`src/rtl/ldc_pkg.sv`:
```
/*
 * Shared constants for the four-channel LED dimming controller:
 * timing figures, register indices, field positions and reset values.
 * Assumes a single 250 MHz clock drives every module that imports it.
 */
`default_nettype none

package ldc_pkg;

    // ************************************************************
    // clock and widths
    // ************************************************************
    localparam int CLK_HZ = 250_000_000;
    localparam int NCH    = 4;
    localparam int DUTY_W = 12;
    localparam int LVL_W  = 6;
    localparam int DIV_W  = 10;
    localparam int STEPS  = 4096;

    // ************************************************************
    // dimming frequency and timing
    // ************************************************************
    localparam int PWM_HZ_0 = 220;
    localparam int PWM_HZ_1 = 250;
    localparam int PWM_HZ_2 = 280;
    localparam int PWM_HZ_3 = 330;
    localparam logic [1:0] FREQ_RST = 2'h1;
    // refresh base rate per hertz of pwm: twice 127500 over 250
    localparam int REF_PER_HZ = 127500 * 2 / 250;
    localparam int PHASE_US   = 160;
    // phase step in pwm ticks at the 250 Hz rate, rounded down
    localparam int PHASE_STEPS = PHASE_US * STEPS * PWM_HZ_1 / 1_000_000;
    localparam int SHORT_MS   = 4;
    localparam int HICCUP_MS  = 1;
    localparam int SHORT_CYC_DEF  = SHORT_MS * (CLK_HZ / 1000);
    localparam int HICCUP_CYC_DEF = HICCUP_MS * (CLK_HZ / 1000);

    // ************************************************************
    // register indices and layout
    // ************************************************************
    localparam logic [7:0] IDX_CTRL     = 8'h00;
    localparam logic [7:0] IDX_CH_EN    = 8'h01;
    localparam logic [7:0] IDX_LVL0     = 8'h02;
    localparam logic [7:0] IDX_DUTY0    = 8'h06;
    localparam logic [7:0] IDX_DIV_LO   = 8'h0E;
    localparam logic [7:0] IDX_DIV_HI   = 8'h0F;
    localparam logic [7:0] IDX_ST_LED   = 8'h10;
    localparam logic [7:0] IDX_ST_TEMP  = 8'h11;
    localparam int CTRL_STAGGER = 0;
    localparam int CTRL_FIE     = 1;
    localparam int CTRL_FREQ    = 2;
    localparam int CTRL_SLEW    = 4;
    localparam int CTRL_STH     = 6;
    localparam logic [7:0] CTRL_RST  = 8'h04;
    localparam logic [3:0] CH_EN_RST = 4'hF;
    localparam logic [5:0] LVL_RST   = 6'h3F;
    localparam logic [9:0] DIV_ZERO_READ = 10'h1A9;
    localparam logic [3:0] ADDR_SEL_MAX  = 4'h9;
    // serial pins idle high: their sync stages start there, no false edge
    localparam logic [11:0] SYNC_RST = 12'h003;

    typedef enum logic [0:0] {CH_RUN, CH_HICCUP} ldc_chan_e;
    typedef enum logic [2:0] {S_IDLE, S_DEV, S_IDX, S_WR, S_RD} ldc_i2c_e;

    function automatic logic [8:0] step_div(input logic [1:0] sel);
        unique case (sel)
            2'h0: step_div = 9'(CLK_HZ / (PWM_HZ_0 * STEPS));
            2'h1: step_div = 9'(CLK_HZ / (PWM_HZ_1 * STEPS));
            2'h2: step_div = 9'(CLK_HZ / (PWM_HZ_2 * STEPS));
            2'h3: step_div = 9'(CLK_HZ / (PWM_HZ_3 * STEPS));
        endcase
    endfunction

    function automatic logic [10:0] ref_div(input logic [1:0] sel);
        unique case (sel)
            2'h0: ref_div = 11'(CLK_HZ / (PWM_HZ_0 * REF_PER_HZ));
            2'h1: ref_div = 11'(CLK_HZ / (PWM_HZ_1 * REF_PER_HZ));
            2'h2: ref_div = 11'(CLK_HZ / (PWM_HZ_2 * REF_PER_HZ));
            2'h3: ref_div = 11'(CLK_HZ / (PWM_HZ_3 * REF_PER_HZ));
        endcase
    endfunction

endpackage

`default_nettype wire

```
`src/rtl/ldc_reg_if.sv`:
```
/*
 * Register access path between the serial slave and the register file.
 * Assumes wr is a one-cycle strobe and rdata follows idx combinationally.
 */
`default_nettype none

interface ldc_reg_if;
    logic       wr;
    logic [7:0] idx;
    logic [7:0] wdata;
    logic [7:0] rdata;
    modport slave (output wr, idx, wdata, input rdata);
    modport regs  (input wr, idx, wdata, output rdata);
endinterface

`default_nettype wire

```
`src/rtl/ldc_i2c_slave.sv`:
```
/*
 * Serial register slave: start/stop detection, address match, index
 * byte, auto-incrementing writes and reads.
 * Assumes scl and sda arrive already synchronised and filtered.
 */
`default_nettype none

module ldc_i2c_slave (
    input  wire logic       i_clk,
    input  wire logic       i_rst,
    input  wire logic       i_ce,
    input  wire logic       i_scl,
    input  wire logic       i_sda,
    input  wire logic [6:0] i_addr,
    ldc_reg_if.slave        reg_if,
    output logic            o_sda_oe
);
    import ldc_pkg::*;

    ldc_i2c_e   st_q, st_d;
    logic [7:0] sh_q, sh_d, idx_q, idx_d, wd_q, wd_d;
    logic [3:0] bit_q, bit_d;
    logic       scl_q, sda_q, rw_q, rw_d, nack_q, nack_d, oe_q, oe_d, wr_q, wr_d;
    logic       start, stop, rise, fall;

    assign start = scl_q & i_scl & sda_q & ~i_sda;
    assign stop  = scl_q & i_scl & ~sda_q & i_sda;
    assign rise  = i_scl & ~scl_q;
    assign fall  = ~i_scl & scl_q;

    // ************************************************************
    // byte engine
    // ************************************************************
    always_comb begin
        st_d = st_q; sh_d = sh_q; idx_d = idx_q; wd_d = wd_q; bit_d = bit_q;
        rw_d = rw_q; nack_d = nack_q; oe_d = oe_q; wr_d = 1'b0;
        if (start) begin
            st_d = S_DEV; bit_d = 4'h0; oe_d = 1'b0;
        end else if (stop) begin
            st_d = S_IDLE; oe_d = 1'b0;
        end else if (st_q != S_IDLE && rise) begin
            if (bit_q < 4'h8 && st_q != S_RD) sh_d = {sh_q[6:0], i_sda};
            if (bit_q == 4'h8) nack_d = i_sda;
            bit_d = bit_q + 4'h1;
        end else if (st_q != S_IDLE && fall) begin
            if (bit_q == 4'h8) begin
                unique case (st_q)
                    S_DEV: begin
                        if (sh_q[7:1] == i_addr) begin
                            oe_d = 1'b1; rw_d = sh_q[0];
                        end else st_d = S_IDLE;
                    end
                    S_IDX: oe_d = 1'b1;
                    S_WR: begin
                        oe_d = 1'b1; wr_d = 1'b1; wd_d = sh_q;
                    end
                    S_RD: begin
                        oe_d = 1'b0; idx_d = idx_q + 8'h1;
                    end
                    S_IDLE: oe_d = 1'b0;
                endcase
            end else if (bit_q == 4'h9) begin
                bit_d = 4'h0; oe_d = 1'b0;
                unique case (st_q)
                    S_DEV: st_d = rw_q ? S_RD : S_IDX;
                    S_IDX: begin
                        idx_d = sh_q; st_d = S_WR;
                    end
                    S_WR: idx_d = idx_q + 8'h1;
                    S_RD: st_d = nack_q ? S_IDLE : S_RD;
                    S_IDLE: st_d = S_IDLE;
                endcase
                if (st_d == S_RD) begin
                    sh_d = reg_if.rdata; oe_d = ~reg_if.rdata[7];
                end
            end else if (st_q == S_RD) begin
                sh_d = {sh_q[6:0], 1'b0}; oe_d = ~sh_q[6];
            end
        end
    end

    always_ff @(posedge i_clk) begin
        if (i_rst) begin
            st_q <= S_IDLE; sh_q <= 8'h00; idx_q <= 8'h00; wd_q <= 8'h00;
            bit_q <= 4'h0; rw_q <= 1'b0; nack_q <= 1'b0; oe_q <= 1'b0;
            wr_q <= 1'b0; scl_q <= 1'b1; sda_q <= 1'b1;
        end else if (i_ce) begin
            st_q <= st_d; sh_q <= sh_d; idx_q <= idx_d; wd_q <= wd_d;
            bit_q <= bit_d; rw_q <= rw_d; nack_q <= nack_d; oe_q <= oe_d;
            wr_q <= wr_d; scl_q <= i_scl; sda_q <= i_sda;
        end
    end

    assign reg_if.wr    = wr_q;
    assign reg_if.idx   = wr_q ? idx_q - 8'h0 : idx_q;
    assign reg_if.wdata = wd_q;
    assign o_sda_oe     = oe_q;

endmodule

`default_nettype wire

```
`src/rtl/ldc_chan.sv`:
```
/*
 * One LED channel: duty compare against its phase-shifted count, and the
 * string fault timer with hiccup retry.
 * Assumes fault inputs are synchronised and the count is shared.
 */
`default_nettype none

module ldc_chan #(
    parameter int SHORT_CYC  = ldc_pkg::SHORT_CYC_DEF,
    parameter int HICCUP_CYC = ldc_pkg::HICCUP_CYC_DEF
) (
    input  wire logic                      i_clk,
    input  wire logic                      i_rst,
    input  wire logic                      i_ce,
    input  wire logic                      i_run,
    input  wire logic [ldc_pkg::DUTY_W-1:0] i_cnt,
    input  wire logic [ldc_pkg::DUTY_W-1:0] i_duty,
    input  wire logic                      i_lvl_nz,
    input  wire logic                      i_short,
    input  wire logic                      i_open,
    output logic                           o_on,
    output logic                           o_short_evt,
    output logic                           o_open_evt
);
    import ldc_pkg::*;

    localparam int TW = $clog2(SHORT_CYC > HICCUP_CYC ? SHORT_CYC : HICCUP_CYC) + 1;

    ldc_chan_e       st_q, st_d;
    logic [TW-1:0]   tmr_q, tmr_d;
    logic            on_d, sev_d, oev_d;

    always_comb begin
        st_d = st_q; tmr_d = tmr_q; sev_d = 1'b0; oev_d = 1'b0;
        unique case (st_q)
            CH_RUN: begin
                if (!i_run || (o_on && !i_short && !i_open)) tmr_d = '0;
                else if (o_on) begin
                    if (tmr_q == TW'(SHORT_CYC - 1)) begin
                        st_d = CH_HICCUP; tmr_d = '0;
                        sev_d = i_short; oev_d = ~i_short;
                    end else tmr_d = tmr_q + 1'b1;
                end
            end
            CH_HICCUP: begin
                if (!i_run || tmr_q == TW'(HICCUP_CYC - 1)) begin
                    st_d = CH_RUN; tmr_d = '0;
                end else tmr_d = tmr_q + 1'b1;
            end
        endcase
        on_d = i_run && st_d == CH_RUN && i_lvl_nz && i_cnt < i_duty;
    end

    always_ff @(posedge i_clk) begin
        if (i_rst) begin
            st_q <= CH_RUN; tmr_q <= '0; o_on <= 1'b0;
            o_short_evt <= 1'b0; o_open_evt <= 1'b0;
        end else if (i_ce) begin
            st_q <= st_d; tmr_q <= tmr_d; o_on <= on_d;
            o_short_evt <= sev_d; o_open_evt <= oev_d;
        end
    end

endmodule

`default_nettype wire

```
`src/rtl/ldc_top.sv`:
```
/*
 * Four-channel LED dimming controller: register file, pwm time base,
 * phase stagger, refresh/fault pin and fault status.
 * Assumes analog comparators report short/open per channel and an
 * over-temperature level; the current sinks follow O_LED_ON and O_LEVEL.
 */
// Notes on behaviour
// - fault indication off: pin carries the refresh square wave set by divisor
// - fault indication on: pin pulled low while any fault is present
// - each protection event also sets its own sticky status bit
// - enable pin high runs the driver, low turns every channel off
// - low four address bits come from the strap, ten values selectable
// - host enables or disables each channel separately
// - per channel 12-bit duty and 6-bit level act together
// - dimming frequency selectable among 220, 250, 280 and 330 Hz
// - at 250 Hz one duty step lengthens on-time by about 1 us
// - stagger on: each channel rises 163 pwm steps after the previous one, about 160 us at 250 Hz
// - slew field sets rising ramp: 01 about 5 us, 11 about 20 us
// - divisor 0x1A9 at frequency code 01 gives a 300 Hz refresh
// - short declared when pin stays above threshold for 4 ms
// - shorted channel held off 1 ms before retrying
// - frequency codes 00..11 map to 220/250/280/330 Hz, 01 at reset
// - refresh rate is 127500 over divisor times pwm rate over 250
// - zero divisor leaves the pin released high
// - duty takes effect only when its eight high bits are written
`default_nettype none

module ldc_top #(
    parameter int         SHORT_CYC  = ldc_pkg::SHORT_CYC_DEF,
    parameter int         HICCUP_CYC = ldc_pkg::HICCUP_CYC_DEF,
    parameter logic [2:0] ADDR_HI    = 3'h5  // arbitrary value
) (
    input  wire logic                            I_CLOCK,
    input  wire logic                            I_RST,
    input  wire logic                            I_CE,
    input  wire logic                            I_EN,
    input  wire logic                            I_SCL,
    input  wire logic                            I_SDA,
    output logic                                 O_SDA_O,
    output logic                                 O_SDA_OE,
    input  wire logic [3:0]                      I_ADDR_SEL,
    input  wire logic [ldc_pkg::NCH-1:0]         I_SHORT_HI,
    input  wire logic [ldc_pkg::NCH-1:0]         I_OPEN_LO,
    input  wire logic                            I_OTP,
    output logic [ldc_pkg::NCH-1:0]              O_LED_ON,
    output logic [ldc_pkg::NCH*ldc_pkg::LVL_W-1:0] O_LEVEL,
    output logic [1:0]                           O_SLEW,
    output logic [1:0]                           O_SHORT_TH,
    output logic                                 O_RF_O,
    output logic                                 O_RF_OE,
    output logic [ldc_pkg::NCH-1:0]              O_FAULT_SHORT,
    output logic [ldc_pkg::NCH-1:0]              O_FAULT_OPEN,
    output logic                                 O_FAULT_OTP
);
    import ldc_pkg::*;

    localparam int SW = 4 + 2 * NCH;

    ldc_reg_if reg_if ();

    // ************************************************************
    // pin synchronisers
    // ************************************************************
    logic [SW-1:0] s1_q, s2_q, s3_q, flt_q, flt_d;
    logic          en_s, scl_s, sda_s, otp_s;
    logic [NCH-1:0] short_s, open_s;

    // a change counts only once the second and third stages agree
    always_comb flt_d = ((s2_q ~^ s3_q) & s2_q) | ((s2_q ^ s3_q) & flt_q);

    always_ff @(posedge I_CLOCK) begin
        if (I_RST) begin
            s1_q  <= SW'(SYNC_RST);
            s2_q  <= SW'(SYNC_RST);
            s3_q  <= SW'(SYNC_RST);
            flt_q <= SW'(SYNC_RST);
        end else if (I_CE) begin
            s1_q <= {I_OTP, I_OPEN_LO, I_SHORT_HI, I_EN, I_SDA, I_SCL};
            s2_q  <= s1_q;
            s3_q  <= s2_q;
            flt_q <= flt_d;
        end
    end

    assign {otp_s, open_s, short_s, en_s, sda_s, scl_s} = flt_q;

    // ************************************************************
    // address strap
    // ************************************************************
    logic [3:0] addr_lo_q, addr_lo_d;
    logic       strap_done_q;

    // strap caught after reset, clamped to ten values
    always_comb addr_lo_d = (I_ADDR_SEL > ADDR_SEL_MAX) ? ADDR_SEL_MAX : I_ADDR_SEL;

    always_ff @(posedge I_CLOCK) begin
        if (I_RST) begin
            addr_lo_q    <= 4'h0;
            strap_done_q <= 1'b0;
        end else if (I_CE && !strap_done_q) begin
            addr_lo_q    <= addr_lo_d;
            strap_done_q <= 1'b1;
        end
    end

    ldc_i2c_slave u_slave (
        .i_clk   (I_CLOCK),
        .i_rst   (I_RST),
        .i_ce    (I_CE),
        .i_scl   (scl_s),
        .i_sda   (sda_s),
        .i_addr  ({ADDR_HI, addr_lo_q}),
        .reg_if  (reg_if.slave),
        .o_sda_oe(O_SDA_OE)
    );

    // ************************************************************
    // register file
    // ************************************************************
    logic [7:0]        ctrl_q, ctrl_d;
    logic [NCH-1:0]    chen_q, chen_d;
    logic [LVL_W-1:0]  lvl_q [NCH], lvl_d [NCH];
    logic [DUTY_W-1:0] duty_q [NCH], duty_d [NCH];
    logic [3:0]        dlo_q [NCH], dlo_d [NCH];
    logic [DIV_W-1:0]  div_q, div_d;
    logic [1:0]        divlo_q, divlo_d;
    logic [NCH-1:0]    sts_q, sts_d, sto_q, sto_d, sev, oev;
    logic              stt_q, stt_d;
    logic [7:0]        rd;
    logic              wr;
    logic [7:0]        wi, wdat;

    assign wr   = reg_if.wr;
    assign wi   = reg_if.idx;
    assign wdat = reg_if.wdata;

    always_comb begin
        ctrl_d = ctrl_q; chen_d = chen_q; div_d = div_q; divlo_d = divlo_q;
        if (wr && wi == IDX_CTRL) ctrl_d = wdat;
        if (wr && wi == IDX_CH_EN) chen_d = wdat[NCH-1:0];
        if (wr && wi == IDX_DIV_LO) divlo_d = wdat[1:0];
        // divisor commits on its high byte
        if (wr && wi == IDX_DIV_HI) div_d = {wdat, divlo_q};
        for (int i = 0; i < NCH; i++) begin
            lvl_d[i] = lvl_q[i]; duty_d[i] = duty_q[i]; dlo_d[i] = dlo_q[i];
            if (wr && wi == IDX_LVL0 + 8'(i)) lvl_d[i] = wdat[LVL_W-1:0];
            if (wr && wi == IDX_DUTY0 + 8'(2 * i)) dlo_d[i] = wdat[3:0];
            // duty moves only on high byte
            if (wr && wi == IDX_DUTY0 + 8'(2 * i + 1)) duty_d[i] = {wdat, dlo_q[i]};
        end
        // events set sticky status, set beats clear
        sts_d = (sts_q & ~((wr && wi == IDX_ST_LED) ? wdat[NCH-1:0] : '0)) | sev;
        sto_d = (sto_q & ~((wr && wi == IDX_ST_LED) ? wdat[7:4] : '0)) | oev;
        stt_d = (stt_q & ~(wr && wi == IDX_ST_TEMP && wdat[0])) | otp_s;
    end

    always_comb begin
        rd = 8'h00;
        if (reg_if.idx == IDX_CTRL) rd = ctrl_q;
        if (reg_if.idx == IDX_CH_EN) rd = {4'h0, chen_q};
        if (reg_if.idx == IDX_DIV_LO) rd = {6'h00, div_q == '0 ? DIV_ZERO_READ[1:0] : div_q[1:0]};
        if (reg_if.idx == IDX_DIV_HI) rd = div_q == '0 ? DIV_ZERO_READ[9:2] : div_q[9:2];
        if (reg_if.idx == IDX_ST_LED) rd = {sto_q, sts_q};
        if (reg_if.idx == IDX_ST_TEMP) rd = {7'h00, stt_q};
        for (int i = 0; i < NCH; i++) begin
            if (reg_if.idx == IDX_LVL0 + 8'(i)) rd = {2'h0, lvl_q[i]};
            if (reg_if.idx == IDX_DUTY0 + 8'(2 * i)) rd = {4'h0, duty_q[i][3:0]};
            if (reg_if.idx == IDX_DUTY0 + 8'(2 * i + 1)) rd = duty_q[i][11:4];
        end
    end

    assign reg_if.rdata = rd;

    always_ff @(posedge I_CLOCK) begin
        if (I_RST) begin
            ctrl_q  <= CTRL_RST;
            chen_q  <= CH_EN_RST;
            div_q   <= '0;
            divlo_q <= 2'h0;
            sts_q   <= '0;
            sto_q   <= '0;
            stt_q   <= 1'b0;
            for (int i = 0; i < NCH; i++) begin
                lvl_q[i] <= LVL_RST; duty_q[i] <= '0; dlo_q[i] <= 4'h0;
            end
        end else if (I_CE) begin
            ctrl_q  <= ctrl_d;
            chen_q  <= chen_d;
            div_q   <= div_d;
            divlo_q <= divlo_d;
            sts_q   <= sts_d;
            sto_q   <= sto_d;
            stt_q   <= stt_d;
            for (int i = 0; i < NCH; i++) begin
                lvl_q[i] <= lvl_d[i]; duty_q[i] <= duty_d[i]; dlo_q[i] <= dlo_d[i];
            end
        end
    end

    // ************************************************************
    // pwm time base
    // ************************************************************
    logic [1:0]        fsel;
    logic [8:0]        step_q, step_d;
    logic [DUTY_W-1:0] pwm_q, pwm_d;
    logic              tick;

    assign fsel = ctrl_q[CTRL_FREQ +: 2];
    assign tick = step_q >= step_div(fsel) - 9'h1;

    always_comb begin
        step_d = tick ? 9'h0 : step_q + 9'h1;
        pwm_d  = tick ? pwm_q + 1'b1 : pwm_q;
        // time base parked while enable pin low
        if (!en_s) begin
            step_d = 9'h0; pwm_d = '0;
        end
    end

    always_ff @(posedge I_CLOCK) begin
        if (I_RST) begin
            step_q <= 9'h0;
            pwm_q  <= '0;
        end else if (I_CE) begin
            step_q <= step_d;
            pwm_q  <= pwm_d;
        end
    end

    // ************************************************************
    // channels
    // ************************************************************
    for (genvar g = 0; g < NCH; g++) begin : g_ch
        logic [DUTY_W-1:0] cnt;
        // stagger each channel by the phase step
        assign cnt = ctrl_q[CTRL_STAGGER] ? pwm_q - DUTY_W'(g * PHASE_STEPS) : pwm_q;

        ldc_chan #(.SHORT_CYC(SHORT_CYC), .HICCUP_CYC(HICCUP_CYC)) u_ch (
            .i_clk      (I_CLOCK),
            .i_rst      (I_RST),
            .i_ce       (I_CE),
            .i_run      (en_s && chen_q[g] && !otp_s),
            .i_cnt      (cnt),
            .i_duty     (duty_q[g]),
            .i_lvl_nz   (lvl_q[g] != '0),
            .i_short    (short_s[g]),
            .i_open     (open_s[g]),
            .o_on       (O_LED_ON[g]),
            .o_short_evt(sev[g]),
            .o_open_evt (oev[g])
        );
        assign O_LEVEL[g*LVL_W +: LVL_W] = lvl_q[g];
    end

    // ************************************************************
    // refresh / fault pin
    // ************************************************************
    logic [10:0]      rstep_q, rstep_d;
    logic [DIV_W-1:0] rcnt_q, rcnt_d;
    logic             rlvl_q, rlvl_d, rf_oe_d, fault;

    // refresh base scales with the pwm rate
    always_comb begin
        rstep_d = rstep_q + 11'h1;
        rcnt_d  = rcnt_q;
        rlvl_d  = rlvl_q;
        if (rstep_q >= ref_div(fsel) - 11'h1) begin
            rstep_d = 11'h0;
            if (rcnt_q >= div_q - 10'h1) begin
                rcnt_d = '0; rlvl_d = ~rlvl_q;
            end else rcnt_d = rcnt_q + 10'h1;
        end
        if (div_q == '0) begin
            rcnt_d = '0; rlvl_d = 1'b1;
        end
        fault = (|sts_q) | (|sto_q) | stt_q | otp_s;
        // square wave, or low on fault
        rf_oe_d = (ctrl_q[CTRL_FIE] && fault) || !rlvl_q;
    end

    always_ff @(posedge I_CLOCK) begin
        if (I_RST) begin
            rstep_q <= 11'h0; rcnt_q <= '0; rlvl_q <= 1'b1; O_RF_OE <= 1'b0;
        end else if (I_CE) begin
            rstep_q <= rstep_d; rcnt_q <= rcnt_d; rlvl_q <= rlvl_d; O_RF_OE <= rf_oe_d;
        end
    end

    // slew and threshold codes to the analog side
    assign O_SLEW        = ctrl_q[CTRL_SLEW +: 2];
    assign O_SHORT_TH    = ctrl_q[CTRL_STH +: 2];
    assign O_FAULT_SHORT = sts_q;
    assign O_FAULT_OPEN  = sto_q;
    assign O_FAULT_OTP   = stt_q;
    assign O_RF_O        = 1'b0;
    assign O_SDA_O       = 1'b0;

endmodule

`default_nettype wire

```
`config.mk`:
```
export PLATFORM = sky130hd
export DESIGN_NAME = ldc_top
export DESIGN_NICKNAME = d
export VERILOG_FILES = /design/src/rtl/ldc_pkg.sv /design/src/rtl/ldc_reg_if.sv /design/src/rtl/ldc_i2c_slave.sv /design/src/rtl/ldc_chan.sv /design/src/rtl/ldc_top.sv
export SDC_FILE = /design/constraint.sdc
export NUM_CORES = 1
export LEC_CHECK = 0
export BUFFER_PORTS_ARGS = -buffer_cell sky130_fd_sc_hd__buf_2
export CORE_ASPECT_RATIO = 2
export CORE_MARGIN = 8
export CORE_UTILIZATION = 50
export CTS_CLUSTER_DIAMETER = 50
export DETAILED_ROUTE_END_ITERATION = 16
export PLACE_DENSITY = 0.74
export SLEW_MARGIN = 20
export SYNTH_ARGS = -nofsm -noshare
export SYNTH_HDL_FRONTEND = slang
export SYNTH_SLANG_ARGS = --single-unit
```
`constraint.sdc`:
```
create_clock -name I_CLOCK -period 3.45 [get_ports I_CLOCK]
set_clock_uncertainty 0.1 [all_clocks]
set_input_delay 0.69 -clock I_CLOCK [delete_from_list [all_inputs] [get_ports I_CLOCK]]
set_output_delay 0.69 -clock I_CLOCK [all_outputs]
set_load 0.02 [all_outputs]
```
-- Yosys cells after proc, flatten, opt, wreduce, memory -nomap -nowiden
Memories as Yosys holds them, arrays and structs flattened.
Index checks and enable logic that the tools add are counted.
- reduce and logical (&&, ||, !) cells: 119
- $add $sub $neg: 16
- mux-type cells: 190
- magnitude comparators: 9
- eq/ne operators: 52
- bitwise gates (word level): 58
- operators by type and width (kind ; number):
    $mux W21 ; 16
    $mux W8 ; 29
    $pmux W21 S2 ; 4
    $mux W12 ; 13
    $add A21 B1 Y21 const B ; 4
    $eq A21 B18 Y1 const B ; 4
    $eq A21 B20 Y1 const B ; 4
    $mux W1 ; 71
    $mux W4 ; 17
    $eq A8 B4 Y1 const B ; 8
    $logic_and A1 B1 Y1 ; 52
    $lt A12 B12 Y1 ; 4
    $mux W3 ; 16
    $mux W6 ; 8
    $pmux W11 S4 ; 1
    $pmux W9 S4 ; 1
    $eq A8 B3 Y1 const B ; 4
    $mux W10 ; 3
    $and A12 B12 Y12 ; 2
    $reduce_and A8 Y1 ; 3
    $reduce_bool A6 Y1 ; 4
    $sub A12 B9 Y12 const B ; 2
    $not A1 Y1 ; 23
    $reduce_and A2 Y1 ; 10
    63 further kinds ; 141
- output and inout bits: 45
- memories: 3
- memory bits (writable): 88
- bits in registers: 267
- bits of input ports: 19
- logic and storage cells: 497
- memories (memory ; words ; bits a word ; rd ports ; clocked after Yosys merged registers in ; write ports ; line ; RTL):
    duty_q ; 4 ; 12 ; 4 ; 0 ; 4 ; ldc_top.sv:123 ; logic [DUTY_W-1:0] duty_q [NCH], duty_d [NCH];
    lvl_q ; 4 ; 6 ; 4 ; 0 ; 4 ; ldc_top.sv:122 ; logic [LVL_W-1:0] lvl_q [NCH], lvl_d [NCH];
    dlo_q ; 4 ; 4 ; 4 ; 0 ; 4 ; ldc_top.sv:124 ; logic [3:0] dlo_q [NCH], dlo_d [NCH];

-- Logic depth before layout (Yosys ltp)
- depth in word-level cells: 27
- gate-level depth with buffers: 15

-- Modules after synthesis
From an unflattened synthesis, not the netlist that was laid out.
- cell total of the unflattened synthesis: 2228
- area total of the unflattened synthesis: 19932.9 um^2
- by module, submodules not included (module ; area an instance (um^2) ; cells each ; times used):
    ldc_top ; 11434.7 ; 1212 ; 1
    ldc_chan ; 1567.8 ; 189 ; 4
    ldc_i2c_slave ; 2227.1 ; 260 ; 1

-- Worst setup path before layout
Ideal clock, no wire load.
- path kind: register to register
- start: reg pwm_q[2]
- end: reg g_ch[1].u_ch.o_on
- path slack: 539 ps
- cell stages (with the launch flop): 14
- required time: 3271 ps
- path buffers: 1
- arrival: 2732 ps
- cells stage by stage: dfxtp_1 clkbuf_1 inv_1 ha_1 a21oi_1 nand2_1 a21o_1 a21oi_1 nand2_1 xnor2_1 ha_1 a2111oi_0 nand4_1 a22oi_1
- cells in the longest elaborated chain, start to end: 4
- RTL lines (element ; line ; RTL):
    start, declared ; ldc_top.sv:205 ; logic [DUTY_W-1:0] pwm_q, pwm_d;
    start signal, assigned ; ldc_top.sv:226 ; pwm_q <= pwm_d;
    $sub A12 B8 Y12 ; ldc_top.sv:236 ; assign cnt = ctrl_q[CTRL_STAGGER] ? pwm_q - DUTY_W'(g * PHASE_STEPS) : pwm_q;
    $mux W12 * ; ldc_top.sv:236 ;
    $lt A12 B12 Y1 * ; ldc_chan.sv:51 ; on_d = i_run && st_d == CH_RUN && i_lvl_nz && i_cnt < i_duty;
    $logic_and A1 B1 Y1 * ; ldc_chan.sv:51 ;
    end signal, assigned ; ldc_chan.sv:59 ; st_q <= st_d; tmr_q <= tmr_d; o_on <= on_d;
    end, declared ; ldc_chan.sv:21 ; output logic o_on,
Every way passes the cells marked *; elsewhere a longest branch is shown, timed or not.
A chain may end at the register's enable or synchronous reset.

-- Worst setup path after layout
- start: reg ctrl_q[3]
- end: reg rcnt_q[6]
- cells in the longest elaborated chain, start to end: 6
- RTL lines (element ; line ; RTL):
    start, declared ; ldc_top.sv:120 ; logic [7:0] ctrl_q, ctrl_d;
    start signal, assigned ; ldc_top.sv:187 ; ctrl_q <= ctrl_d;
    $eq A2 B2 Y1, or another cell as far along ; ldc_pkg.sv:75 ; unique case (sel)
    $pmux W11 S4 * ; ldc_pkg.sv:75 ;
    $sub A11 B1 Y11 * ; ldc_top.sv:267 ; if (rstep_q >= ref_div(fsel) - 11'h1) begin
    $ge A11 B11 Y1 * ; ldc_top.sv:267 ;
    $reduce_bool A2 Y1 (no line) * ; n/a ;
    $reduce_and A2 Y1 (no line) * ; n/a ;
    end signal, assigned ; ldc_top.sv:285 ; rstep_q <= rstep_d; rcnt_q <= rcnt_d; rlvl_q <= rlvl_d; O_RF_OE <= rf_oe_d;
    end, declared ; ldc_top.sv:259 ; logic [DIV_W-1:0] rcnt_q, rcnt_d;
Every way passes the cells marked *; elsewhere a longest branch is shown, timed or not. The select of a mux whose other input is x is not followed.

==> impl_metrics.ini <==
[status]
outcome = completed

[clock_tree]
insertion_delay_ns = 0.55
htreeDepth = 2
cts.sinks = 355
cts_root_buf = clkbuf_16
path_clk_slew_ns = 0.06
clock_path_buffers = 3
ctsHoldBuffers = 0
cts_buffers = 36
cts_tree = built

[finish]
fin_nets = 2372
final_common_cell = nor2_1
final_cells = 2731
drive_gt1_frac = 0.09793
mostFrequentLayoutCells = nor2_1 (288), dfxtp_1 (265), nand2_1 (229), ha_1 (114), a21oi_1 (111)
area_delta_synth_final_pct = 12.58
final_util = 0.5673
finish.instance_area_mm2 = 0.02144

[synthesis]
synth_area_leader_cell = dfxtp_1
async_flop_share = 0
syn_area_per_cell_um2 = 8.791
yosys-top-cells-area = dfxtp_1 (28%), edfxtp_1 (14%), ha_1 (7.5%)
seq_area_frac_synth = 0.4195
synthesis.area_mm2 = 0.01904
ys_types = 82
synth_top_area_frac = 0.2807
synth_edf_count = 88
ys_ff_latch = 355
synth_cells = 2166
yosysWarnings = 0
ys.flop_type = dfxtp_1

[worst_setup_path]
worst_setup_path_start_kind = flop
cp_max_fo = 7
path_depth = 16
worst_path_largest_cell_delay_ns = 0.39
crit_required_ns = 3.79
crit_family = compound AO/OA/AOI/OAI gates
cpMaxStageDelayCell = dfxtp_2
reg2regPathDepth = 16
crit_buf_inv = 4
crit_arrival_ns = 3.65
critPathKind = flop to flop
crit_path_end_kind = flop
cp_cell_sequence = inv_1 > ha_1 > nor2_1 > inv_1 > nor3_1 > and2_1 > ha_1 > nand3_1 > o21ai_0 > a211oi_1 > o31ai_2 > buf_4 > buf_4 > o211ai_1 > xor2_1 > nor2_1

[detailed_routing]
drc = 0
drt-total-wl_um = 65380
avgViaCountPerCell = 6.164
ant_nets = 0
met2_length_um = 33270
top_layer_used = met5
drt_first_pass_iters = 6
met3WireLength_um = 4033
via_count = 16840
m1WireLength_um = 21720
post_drt_wl_per_cell_um = 23.94
drt-initial-drc-count = 1162

[die]
die_h_um = 292.0
dieWidth_um = 154.0
die_area_mm2 = 0.04496
core_area_mm2 = 0.03779
ios = 64
initial_core_util = 0.5040
rows = 101

[grt]
antenna_found_initial = 1
grt_pass1_vias = 16920
grt_max_degree = 70
grt-ovfl-total = 0
grt_first_pass_wirelength_um = 98820
grt_usage = 0.2860

[timing]
max_slew_margin = 0.3985
worst_pin_slew_ns = 0.8905
fin_crit_ns = 3.306
period_share = 0.9584
max_freq_mhz = 302.4
worst_slack_ns = 0.1436
setup_viol = 0
final_max_slew_viol_count = 0
hold_viol = 0

[pwr]
power.density_mw_per_mm2 = 423.1
power.total_mw = 9.070
vdd_drop_max_mv = 0.4429
p_leak_nw = 8.578

[placed_design]
place_area_mm2 = 0.02014
gp_congestion = 1.055
dp_slack_ns = 0.2290
placedCellCount = 2661
hpwl_um = 49210
io_buffers = 61

[job]
max_cap_viol_count = 0

[min_path]
worstHoldPathType = input port to flop
whs_path_depth = 3
-- Yosys cell counts (all sizes together), types with 17 or more instances --
cell type / count
nor2: 289
dfxtp: 267
nand2: 229
ha: 114
a21oi: 111
o21ai: 91
xor2: 89
edfxtp: 88
clkbuf: 87
inv: 86
nand3: 71
xnor2: 69
mux2i: 64
and3: 63
nor3: 51
nand4: 46
or3: 25
buf: 23
nand2b: 21
a22oi: 18
a211oi: 17
-- area by class of cell --
class                      instances  area [um^2]
fill                            3336        16350
sequential                       355         7990
multi-input combinational       1614        10270
tap                              463        579.3
timing repair buffer             144        999.7
antenna                            1        2.502
clock inverter                    17        264.0
clock buffer                      49         1001
inverter                          88        330.3
-- final timing paths --
| check | from | endpoint | slack [ns] |
|---|---|---|---|
| setup / recovery | ctrl_q[3]$_SDFFE_PP0P_ | rcnt_q[6]$_SDFFE_PP0P_ | 0.14 |
| setup reg to reg | ctrl_q[3]$_SDFFE_PP0P_ | rcnt_q[6]$_SDFFE_PP0P_ | 0.14 |
| hold reg to reg | g_ch[3].u_ch.o_open_evt$_SDFFE_PP0P_ | g_ch[3].u_ch.o_open_evt$_SDFFE_PP0P_ | 0.36 |
| hold / removal | I_OPEN_LO[1] | s1_q[8]$_SDFFE_PP0P_ | 0.28 |
-- logic make-up (layout without fill, tap and decap cells) --
family,Yosys count,count (layout),synth area share
simple gates,895,895,0.2283
compound gates,380,380,0.1282
flops,355,355,0.4195
buf+inv,198,298,0.04199
xor+xnor,158,158,0.07267
fa+ha+maj,114,114,0.07491
mux,65,65,0.03423
other cells,1,3,0.0001969
-- power by group --
part	internal [mW]	total, mW	switching [mW]
Combinational	0.138	0.418	0.281
Clock	2.46	4.20	1.75
Sequential	4.35	4.45	0.0978
Total	6.94	9.07	2.13
-- sequential cells by signal, indices dropped and copies added, names as in the netlist, 8 cells and up --
signal                cells
step_q                    9
lvl_q                    24
s3_q                     12
rstep_q                  11
duty_q                   48
div_q                    10
flt_q                    12
dlo_q                    16
s2_q                     12
rcnt_q                   10
g_ch.u_ch.tmr_q          84
ctrl_q                    8
u_slave.reg_if.wdata      8
s1_q                     12
u_slave.sh_q              8
pwm_q                    12
u_slave.idx_q             8
-- stage by stage --
stage	hold WS, ns	TNS [ns]
floorplan	0.3312	0
global placement	0.3500	0
global route	0.2892	-0.09679
detailed placement	0.3570	0
finish	0.2810	0
CTS	0.2664	0
-- worst min-delay path: stages --
cell and delay, ns:
buf_2 0.08, mux2i_1 0.05, nor2_1 0.07
-- layer usage --
metal / global-route usage / vias up
li1: - / 7816
met1: 0.2720 / 8097
met2: 0.5121 / 643
met3: 0.05820 / 277
met4: 0.2527 / 2
met5: 0 / -
-- what timing repair did --
action	CTS	global route
gates resized for setup	0	4
setup buffers	0	2
setup endpoints to repair	0	21
Power figures use the tool's default switching activity.
